===== src/include/als_pkg.sv =====
// How it works
// Host walks every startup step strictly in order, never skipping one.
// Host waits for a stable converter clock before any configuration write.
// Host writes soft reset one, then waits at least 1 us.
// Host writes link enable zero before touching link settings.
// Host writes calibration enable zero before touching calibration settings.
// Host programs the link format field while both machines are halted.
// Host programs multiframe length as frame count minus one.
// Host selects the sync source: single-ended input or timestamp pair.
// Host writes calibration mode and offset calibration before re-enabling calibration.
// Host writes calibration enable one after the calibration settings.
// Host may set overrange enable and threshold before the link restarts.
// Host writes link enable one once all settings are in place.
// Device runs its link machine from the receiver's sync request.
// Host writes calibration trigger zero, then one; the rising edge starts it.
// Device holds a disabled machine idle and accepts setting changes meanwhile.
package als_pkg;
	// Timing
	localparam int CLK_PERIOD_PS = 5000;
	localparam int RST_WAIT_NS = 1000;
	localparam int RST_WAIT_CYC = (RST_WAIT_NS * 1000 + CLK_PERIOD_PS - 1) / CLK_PERIOD_PS;
	localparam int CS_GAP_CYC = 4;
	localparam int SCLK_HALF_CYC = 2;
	localparam int WAIT_W = 8;
	localparam int DIV_W = 2;

	// Serial frame: write flag, address, data
	localparam int FRAME_W = 24;
	localparam int ADDR_W = 15;
	localparam int DATA_W = 8;
	localparam int BITCNT_W = 5;
	localparam logic FRAME_WRITE = 1'b0;

	// Device register map, defaults only
	localparam logic [ADDR_W-1:0] DEV_ADDR_SRST = 15'h0000;
	localparam logic [ADDR_W-1:0] DEV_ADDR_LINK_EN = 15'h0200;
	localparam logic [ADDR_W-1:0] DEV_ADDR_CAL_EN = 15'h0061;
	localparam logic [ADDR_W-1:0] DEV_ADDR_FORMAT = 15'h0201;
	localparam logic [ADDR_W-1:0] DEV_ADDR_KM1 = 15'h0202;
	localparam logic [ADDR_W-1:0] DEV_ADDR_SYNC = 15'h0203;
	localparam logic [ADDR_W-1:0] DEV_ADDR_CAL_CFG = 15'h0062;
	localparam logic [ADDR_W-1:0] DEV_ADDR_OVERRANGE_DETECT_ENABLE = 15'h0213;
	localparam logic [ADDR_W-1:0] DEV_ADDR_OVR_TH = 15'h0211;
	localparam logic [ADDR_W-1:0] DEV_ADDR_CAL_TRIG = 15'h006c;
	localparam logic [DATA_W-1:0] DEV_VAL_ONE = 8'h01;
	localparam logic [DATA_W-1:0] DEV_VAL_ZERO = 8'h00;
	localparam int DEV_CAL_BG_BIT = 0;
	localparam int DEV_CAL_OFS_BIT = 1;

	// Sequence steps
	localparam int STEP_W = 4;
	localparam logic [STEP_W-1:0] STEP_SRST = 4'h0;
	localparam logic [STEP_W-1:0] STEP_LINK_OFF = 4'h1;
	localparam logic [STEP_W-1:0] STEP_CAL_OFF = 4'h2;
	localparam logic [STEP_W-1:0] STEP_FORMAT = 4'h3;
	localparam logic [STEP_W-1:0] STEP_KM1 = 4'h4;
	localparam logic [STEP_W-1:0] STEP_SYNC = 4'h5;
	localparam logic [STEP_W-1:0] STEP_CAL_CFG = 4'h6;
	localparam logic [STEP_W-1:0] STEP_CAL_ON = 4'h7;
	localparam logic [STEP_W-1:0] STEP_OVERRANGE_DETECT_ENABLE = 4'h8;
	localparam logic [STEP_W-1:0] STEP_OVR_TH = 4'h9;
	localparam logic [STEP_W-1:0] STEP_LINK_ON = 4'ha;
	localparam logic [STEP_W-1:0] STEP_TRIG0 = 4'hb;
	localparam logic [STEP_W-1:0] STEP_TRIG1 = 4'hc;

	// Wishbone register map
	localparam int WB_ADR_W = 8;
	localparam logic [WB_ADR_W-1:0] WB_CTRL = 8'h00;
	localparam logic [WB_ADR_W-1:0] WB_STATUS = 8'h04;
	localparam logic [WB_ADR_W-1:0] WB_LINKCFG = 8'h08;
	localparam logic [WB_ADR_W-1:0] WB_CALCFG = 8'h0c;
	localparam int CTRL_START_BIT = 0;
	localparam int CTRL_RECAL_BIT = 1;
	localparam int ST_BUSY_BIT = 0;
	localparam int ST_DONE_BIT = 1;
	localparam int ST_CLKOK_BIT = 2;
	localparam int ST_STEP_LSB = 8;
	localparam int LC_FMT_LSB = 0;
	localparam int LC_KM1_LSB = 8;
	localparam int LC_SYNC_BIT = 16;
	localparam int CC_BG_BIT = 0;
	localparam int CC_OFS_BIT = 1;
	localparam int CC_OVR_BIT = 2;
	localparam int CC_TH_LSB = 8;
	localparam logic [31:0] LINKCFG_RST = 32'h0000_1f00;
	localparam logic [31:0] CALCFG_RST = 32'h0000_0000;

	typedef enum logic [2:0] {
		ST_IDLE,
		ST_WAIT_CLK,
		ST_SHIFT,
		ST_GAP
	} als_state_type;

	typedef struct packed {
		als_state_type st;
		logic [STEP_W-1:0] step;
		logic [FRAME_W-1:0] shreg;
		logic [BITCNT_W-1:0] bitcnt;
		logic [DIV_W-1:0] div;
		logic [WAIT_W-1:0] wait_cnt;
		logic sclk;
		logic csn;
		logic done;
		logic [31:0] linkcfg;
		logic [31:0] calcfg;
		logic ack;
		logic [31:0] dat;
	} als_regs_type;

	localparam als_regs_type REGS_RST = '{
		st: ST_IDLE,
		step: STEP_SRST,
		shreg: '0,
		bitcnt: '0,
		div: '0,
		wait_cnt: '0,
		sclk: 1'b0,
		csn: 1'b1,
		done: 1'b0,
		linkcfg: LINKCFG_RST,
		calcfg: CALCFG_RST,
		ack: 1'b0,
		dat: '0
	};
endpackage


===== src/design/als_startup_host.sv =====
`timescale 1ns/1ps
module als_startup_host
(
	input wire logic clk_i,
	input wire logic rst_i,
	input wire logic wb_cyc_i,
	input wire logic wb_stb_i,
	input wire logic wb_we_i,
	input wire logic [als_pkg::WB_ADR_W-1:0] wb_adr_i,
	input wire logic [3:0] wb_sel_i,
	input wire logic [31:0] wb_dat_i,
	output logic [31:0] wb_dat_o,
	output logic wb_ack_o,
	input wire logic dev_clk_ok_i,
	output logic spi_sclk_o,
	output logic spi_csn_o,
	output logic spi_sdi_o
);
	import als_pkg::*;

	als_regs_type r;
	als_regs_type n;

	function automatic logic [31:0] merge(input logic [31:0] old, input logic [31:0] wd,
		input logic [3:0] sel);
		logic [31:0] res;
		res = old;
		for (int i = 0; i < 4; i++)
		begin
			if (sel[i])
			begin
				res[i*8 +: 8] = wd[i*8 +: 8];
			end
		end
		return res;
	endfunction

	// Address and data of each step, in the fixed order of the sequence
	function automatic logic [FRAME_W-1:0] frame_of(input logic [STEP_W-1:0] step,
		input logic [31:0] lc, input logic [31:0] cc);
		logic [ADDR_W-1:0] a;
		logic [DATA_W-1:0] d;
		a = DEV_ADDR_SRST;
		d = DEV_VAL_ZERO;
		case (step)
			STEP_SRST:
			begin
				a = DEV_ADDR_SRST;
				d = DEV_VAL_ONE;
			end
			STEP_LINK_OFF:
			begin
				a = DEV_ADDR_LINK_EN;
				d = DEV_VAL_ZERO;
			end
			STEP_CAL_OFF:
			begin
				a = DEV_ADDR_CAL_EN;
				d = DEV_VAL_ZERO;
			end
			STEP_FORMAT:
			begin
				a = DEV_ADDR_FORMAT;
				d = lc[LC_FMT_LSB +: DATA_W];
			end
			STEP_KM1:
			begin
				a = DEV_ADDR_KM1;
				d = lc[LC_KM1_LSB +: DATA_W];
			end
			STEP_SYNC:
			begin
				a = DEV_ADDR_SYNC;
				d = DEV_VAL_ZERO;
				d[0] = lc[LC_SYNC_BIT];
			end
			STEP_CAL_CFG:
			begin
				a = DEV_ADDR_CAL_CFG;
				d = DEV_VAL_ZERO;
				d[DEV_CAL_BG_BIT] = cc[CC_BG_BIT];
				d[DEV_CAL_OFS_BIT] = cc[CC_OFS_BIT];
			end
			STEP_CAL_ON:
			begin
				a = DEV_ADDR_CAL_EN;
				d = DEV_VAL_ONE;
			end
			STEP_OVERRANGE_DETECT_ENABLE:
			begin
				a = DEV_ADDR_OVERRANGE_DETECT_ENABLE;
				d = DEV_VAL_ZERO;
				d[0] = cc[CC_OVR_BIT];
			end
			STEP_OVR_TH:
			begin
				a = DEV_ADDR_OVR_TH;
				d = cc[CC_TH_LSB +: DATA_W];
			end
			STEP_LINK_ON:
			begin
				a = DEV_ADDR_LINK_EN;
				d = DEV_VAL_ONE;
			end
			STEP_TRIG0:
			begin
				a = DEV_ADDR_CAL_TRIG;
				d = DEV_VAL_ZERO;
			end
			STEP_TRIG1:
			begin
				a = DEV_ADDR_CAL_TRIG;
				d = DEV_VAL_ONE;
			end
			default:
			begin
				a = DEV_ADDR_SRST;
				d = DEV_VAL_ZERO;
			end
		endcase
		return {FRAME_WRITE, a, d};
	endfunction

	always_comb
	begin
		logic busy;
		logic wr_go;
		logic [31:0] rd;
		busy = 1'b0;
		wr_go = 1'b0;
		rd = '0;
		n = r;
		busy = (r.st != ST_IDLE);

		// Wishbone slave: ack one cycle after the request, then drop it
		n.ack = wb_cyc_i && wb_stb_i && !r.ack;
		wr_go = wb_cyc_i && wb_stb_i && r.ack && wb_we_i;
		if (wb_adr_i == WB_STATUS)
		begin
			rd[ST_BUSY_BIT] = busy;
			rd[ST_DONE_BIT] = r.done;
			rd[ST_CLKOK_BIT] = dev_clk_ok_i;
			rd[ST_STEP_LSB +: STEP_W] = r.step;
		end
		else if (wb_adr_i == WB_LINKCFG)
		begin
			rd = r.linkcfg;
		end
		else if (wb_adr_i == WB_CALCFG)
		begin
			rd = r.calcfg;
		end
		else
		begin
			rd = '0;
		end
		if (n.ack)
		begin
			n.dat = rd;
		end

		// Settings are frozen while a sequence runs
		if (wr_go && !busy)
		begin
			if (wb_adr_i == WB_LINKCFG)
			begin
				n.linkcfg = merge(r.linkcfg, wb_dat_i, wb_sel_i);
			end
			else if (wb_adr_i == WB_CALCFG)
			begin
				n.calcfg = merge(r.calcfg, wb_dat_i, wb_sel_i);
			end
			else if (wb_adr_i == WB_CTRL && wb_sel_i[0])
			begin
				if (wb_dat_i[CTRL_START_BIT])
				begin
					n.done = 1'b0;
					n.step = STEP_SRST;
					n.st = ST_WAIT_CLK;
				end
				else if (wb_dat_i[CTRL_RECAL_BIT])
				begin
					n.done = 1'b0;
					n.step = STEP_TRIG0;
					n.st = ST_WAIT_CLK;
				end
			end
		end

		// Serial sequencer
		case (r.st)
			ST_IDLE:
			begin
				n.csn = 1'b1;
				n.sclk = 1'b0;
			end
			ST_WAIT_CLK:
			begin
				if (dev_clk_ok_i)
				begin
					n.shreg = frame_of(r.step, r.linkcfg, r.calcfg);
					n.bitcnt = BITCNT_W'(FRAME_W);
					n.div = '0;
					n.sclk = 1'b0;
					n.csn = 1'b0;
					n.st = ST_SHIFT;
				end
			end
			ST_SHIFT:
			begin
				if (r.div == DIV_W'(SCLK_HALF_CYC - 1))
				begin
					n.div = '0;
					if (!r.sclk)
					begin
						n.sclk = 1'b1;
					end
					else
					begin
						n.sclk = 1'b0;
						n.shreg = {r.shreg[FRAME_W-2:0], 1'b0};
						n.bitcnt = r.bitcnt - BITCNT_W'(1);
						if (r.bitcnt == BITCNT_W'(1))
						begin
							n.csn = 1'b1;
							n.st = ST_GAP;
							if (r.step == STEP_SRST)
							begin
								n.wait_cnt = WAIT_W'(RST_WAIT_CYC);
							end
							else
							begin
								n.wait_cnt = WAIT_W'(CS_GAP_CYC);
							end
						end
					end
				end
				else
				begin
					n.div = r.div + DIV_W'(1);
				end
			end
			ST_GAP:
			begin
				if (r.wait_cnt > WAIT_W'(1))
				begin
					n.wait_cnt = r.wait_cnt - WAIT_W'(1);
				end
				else if (r.step == STEP_TRIG1)
				begin
					n.done = 1'b1;
					n.st = ST_IDLE;
				end
				else
				begin
					n.step = r.step + STEP_W'(1);
					n.st = ST_WAIT_CLK;
				end
			end
			default:
			begin
				n.st = ST_IDLE;
			end
		endcase
	end

	always_ff @(posedge clk_i)
	begin
		if (rst_i)
		begin
			r <= REGS_RST;
		end
		else
		begin
			r <= n;
		end
	end

	assign wb_ack_o = r.ack;
	assign wb_dat_o = r.dat;
	assign spi_sclk_o = r.sclk;
	assign spi_csn_o = r.csn;
	assign spi_sdi_o = r.csn ? 1'b0 : r.shreg[FRAME_W-1];
endmodule


===== config.mk =====
export PLATFORM = sky130hd
export DESIGN_NAME = als_startup_host
export DESIGN_NICKNAME = d
export VERILOG_FILES = /design/src/include/als_pkg.sv /design/src/design/als_startup_host.sv
export SDC_FILE = /design/constraint.sdc
export NUM_CORES = 1
export LEC_CHECK = 0
export ABC_AREA = 1
export BUFFER_PORTS_ARGS = -buffer_cell sky130_fd_sc_hd__buf_2
export CORE_MARGIN = 5
export CORE_UTILIZATION = 40
export DETAILED_ROUTE_END_ITERATION = 6
export PLACE_DENSITY = 0.68
export SKIP_LAST_GASP = 1
export SYNTH_ARGS = -nofsm -noshare
export SYNTH_HDL_FRONTEND = slang
export SYNTH_SLANG_ARGS = --single-unit
export TNS_END_PERCENT = 100

===== constraint.sdc =====
create_clock -name clk_i -period 1.81 [get_ports clk_i]
set_clock_uncertainty 0.1 [all_clocks]
set_input_delay 0.181 -clock clk_i [delete_from_list [all_inputs] [get_ports clk_i]]
set_output_delay 0.181 -clock clk_i [all_outputs]
set_load 0.01 [all_outputs]

==> results.md <==
* CP startpoint: r[145]$_SDFF_PP0_
* ANT nets after route at 0
* Synth Area per Inst at 6.98 sq um
* Synth top cells by count: 214 x nand2_1, 146 x dfxtp_1, 115 x o21ai_0, 105 x a21oi_1, 95 x nor2_1
* P_leak at 3.66 nW
* Die area at 0.0204 sq mm
* Mux cell area share after synthesis at 0%
* Crit path max-delay cell type: dfxtp_1
* CTS tree: yes
* Cts bufs inserted at 17
* Final hold viol count at 0
* CTS Buffer Depth at 2
* Peak supply drop at 0.000544 V
* Non-Filler Instances at 1344
* PD cells at 831 mW/mm^2
* Total wire length at 18400 um
* Ports at 86
* Core area at 0.0173 sq mm
* WS Path Type: reg2reg
* RSZ-0062 raised after global routing: yes
* Final instance area at 0.00861 sq mm
* Crit path capture type: flip-flop
* Num rows at 48
* Async S/R FF share, synth at 0%
* Number of synthesized flops with an enable pin at 0
* GRT Residual Overflow at 0
* Top-count cell post-synth: nand2_1
* Die W at 143 um
* Starting Density at 40.8%
* Clk root buf: clkbuf_16
* Critical path data required time at 2.01 ns
* Worst hold path type: in2reg
* Origin of the critical flop-to-flop path: r[145]$_SDFF_PP0_
* Post-synthesis compound-gate area fraction at 18.6%
* Max Cap Violations at 0
* Post-placement cell count at 1278
* Top cell type's share of synthesized area at 41.4%
* Syn nets at 1069
* Initial drt markers at 469
* Largest net degree at the start of global routing at 43
* Cell Area, Synth at 0.00706 sq mm
* # diodes at 0
* Clock sinks at 146
* Initial DRT Pass Iterations at 5
* Crit start category: flip-flop
* Reg2reg setup slack at 0.09 ns
* Fmax at 0.583 GHz
* Period utilization at 94.8%
* Total GRT Usage at 18.3%
* Dominant cell type by area after synthesis: dfxtp_1
* Relative slew slack at 66.7%
* Adder and majority gate portion of the synthesized area at 1.42%
* Synth Area in Simple Gates at 25.6%
* Synth warnings at 0
* Number of global-route vias before repair at 6271
* Die height at 143 um
* Xor/xnor cell area share of the yosys netlist at 0.620%
* CP Cell Sequence: nor2_2 > nand2_2 > nor2_4 > buf_4 > nand3_2 > o21ai_0 > a21oi_1
* Period minus WS final at 1.72 ns
* Pre-CTS setup slack at -0.00291 ns
* Layout Nets at 1164
* FF/Latch Area at 0.00293 sq mm
* DRC at 0
* Synth Register Bits at 146
* Mapped Cells at 1011
* Worst-path clk slew at 0.06 ns
* R2R depth at 7
* Worst Path Arrival at 1.92 ns
* CP max FO at 16
* Area added between synthesis and finish at 21.9%
* Initial antenna violation count at 0
* DR vias/cell at 4.99
* RR Endpoint: r[89]$_SDFFE_PP0P_
* Final slew viol count at 0
* Largest family of logic cells by synthesized area: simple AND/OR/NAND/NOR gates
* Area after DPL at 0.00761 sq mm
* Worst skew pair latency at 0.42 ns
* First-pass GRT wire length at 30200 um
* Worst Tran Pin Value at 0.500 ns
* IO buf count at 85
* Detailed-route via count at 6700
* Final core utilization at 49.8%
* Final HPWL DP at 12700 um
* Peak per-stage delay on the critical path at 0.34 ns
* Synth top area cells: dfxtp_1 41%, nand2_1 11%, o21ai_0 8.2%
* Routed len/inst at 13.7 um
* Worst setup endpoint: r[89]$_SDFFE_PP0P_
* Combined area of the multi-input logic cells at 0.00331 sq mm
* Netlist cell types at 38
* Most used DFF post-synth: dfxtp_1
* Status: complete, no violations
* Final WS setup at 0.0941 ns
* Fillers at 1723
* Setup violators final at 0
* Maximum level of the CTS H-tree at 4
* Seq/Total Area, Yosys at 41.4%
* Routability cong. at 0.896
* Share of layout cells above drive strength 1 at 17.9%
[through the flow]
stage / setup TNS, ns / total power, mW / hold slack [ns]
after floorplan: 0 / 3.45 / 0.207
after global placement: 0 / 3.58 / 0.335
after detailed placement: -0.00291 / 3.58 / 0.335
after CTS: 0 / 7.22 / 0.0210
after global routing: -0.190 / 7.42 / 0.0582
final: 0 / 7.15 / 0.0252
[worst max-delay path: cells and delay by family (launching register included)]
family	cells	cell delay [ns]
AO/OA/AOI/OAI	2	0.31
buffers and inverters	1	0.17
flip-flops	1	0.34
AND/OR/NAND/NOR	4	0.67
[layout by cell type (no fill, tap or decap), drive strengths merged, types with 3 or more instances in the layout]
master	n
nor2	109
dfxtp	146
nor3	44
a21oi	105
buf	125
ha	8
o211ai	3
o21ai	139
clkbuf	23
xor2	3
inv	96
nand3	36
nand2	223
bufinv	3
dlygate4sd3	32
clkinv	6
[flip-flops by register name, summed over array words and instances (netlist names)]
| signal | flops |
|---|---|
| r | 111 |
| wb_dat_o | 32 |
| spi_csn_o | 1 |
| spi_sclk_o | 1 |
| wb_ack_o | 1 |
[area by class of cell]
type | instances | area share (%)
Timing Repair Buffer | 157 | 13.0
Multi-Input combinational cell | 686 | 38.4
Sequential cell | 146 | 34.0
Clock inverter | 9 | 1.50
Inverter | 98 | 4.29
Tap cell | 225 | 3.27
Clock buffer | 23 | 5.55
[metal layers]
metal | global-route usage, % | routed length [um] | up-vias
li1 | - | - | 3446
met5 | 0 | 0 | -
met2 | 30.2 | 8870 | 168
met4 | 7.85 | 552 | 0
met1 | 23.0 | 8210 | 3049
met3 | 3.99 | 811 | 37
[cell families (layout without fill, tap and decap cells)]
| family | after synthesis | in the layout |
|---|---|---|
| buf+inv | 179 | 287 |
| simple gates | 417 | 417 |
| flops | 146 | 146 |
| fa+ha+maj | 8 | 8 |
| other cells | 1 | 1 |
| xor+xnor | 5 | 5 |
| compound gates | 255 | 255 |
[what timing repair did]
item / 4_1_cts / 5_1_grt
hold buffers: 32 / 0
setup endpoints to repair: 3 / 72
cloned: 0 / 0
hold endpoints to repair: 63 / 0
setup buffers: 0 / 2
gates resized for setup: 1 / 23
pin swaps: 0 / 5
[worst min path at each step]
stage	slack, ns	endpoint	depth (start not counted)	start
after CTS	0.02	wb_dat_o[2]$_SDFFE_PP0P_	3	dev_clk_ok_i
after global routing	0.06	wb_dat_o[11]$_SDFFE_PP0P_	3	wb_adr_i[2]
final	0.03	wb_dat_o[2]$_SDFFE_PP0P_	3	dev_clk_ok_i
after detailed placement	0.34	r[50]$_SDFFE_PP0P_	3	wb_dat_i[17]
after floorplan	0.21	r[74]$_SDFFE_PP1P_	2	wb_dat_i[9]
after global placement	0.33	r[109]$_SDFFE_PP0P_	2	r[109]$_SDFFE_PP0P_
[where the power goes]
part,leakage (nW),switching [mW],internal (mW)
clock,0.293,1.31,2.27
sequential,1.18,0.00669,3.23
combinational,2.18,0.195,0.142
total,3.66,1.51,5.64
No activity file was read; power rests on OpenSTA's default activity.
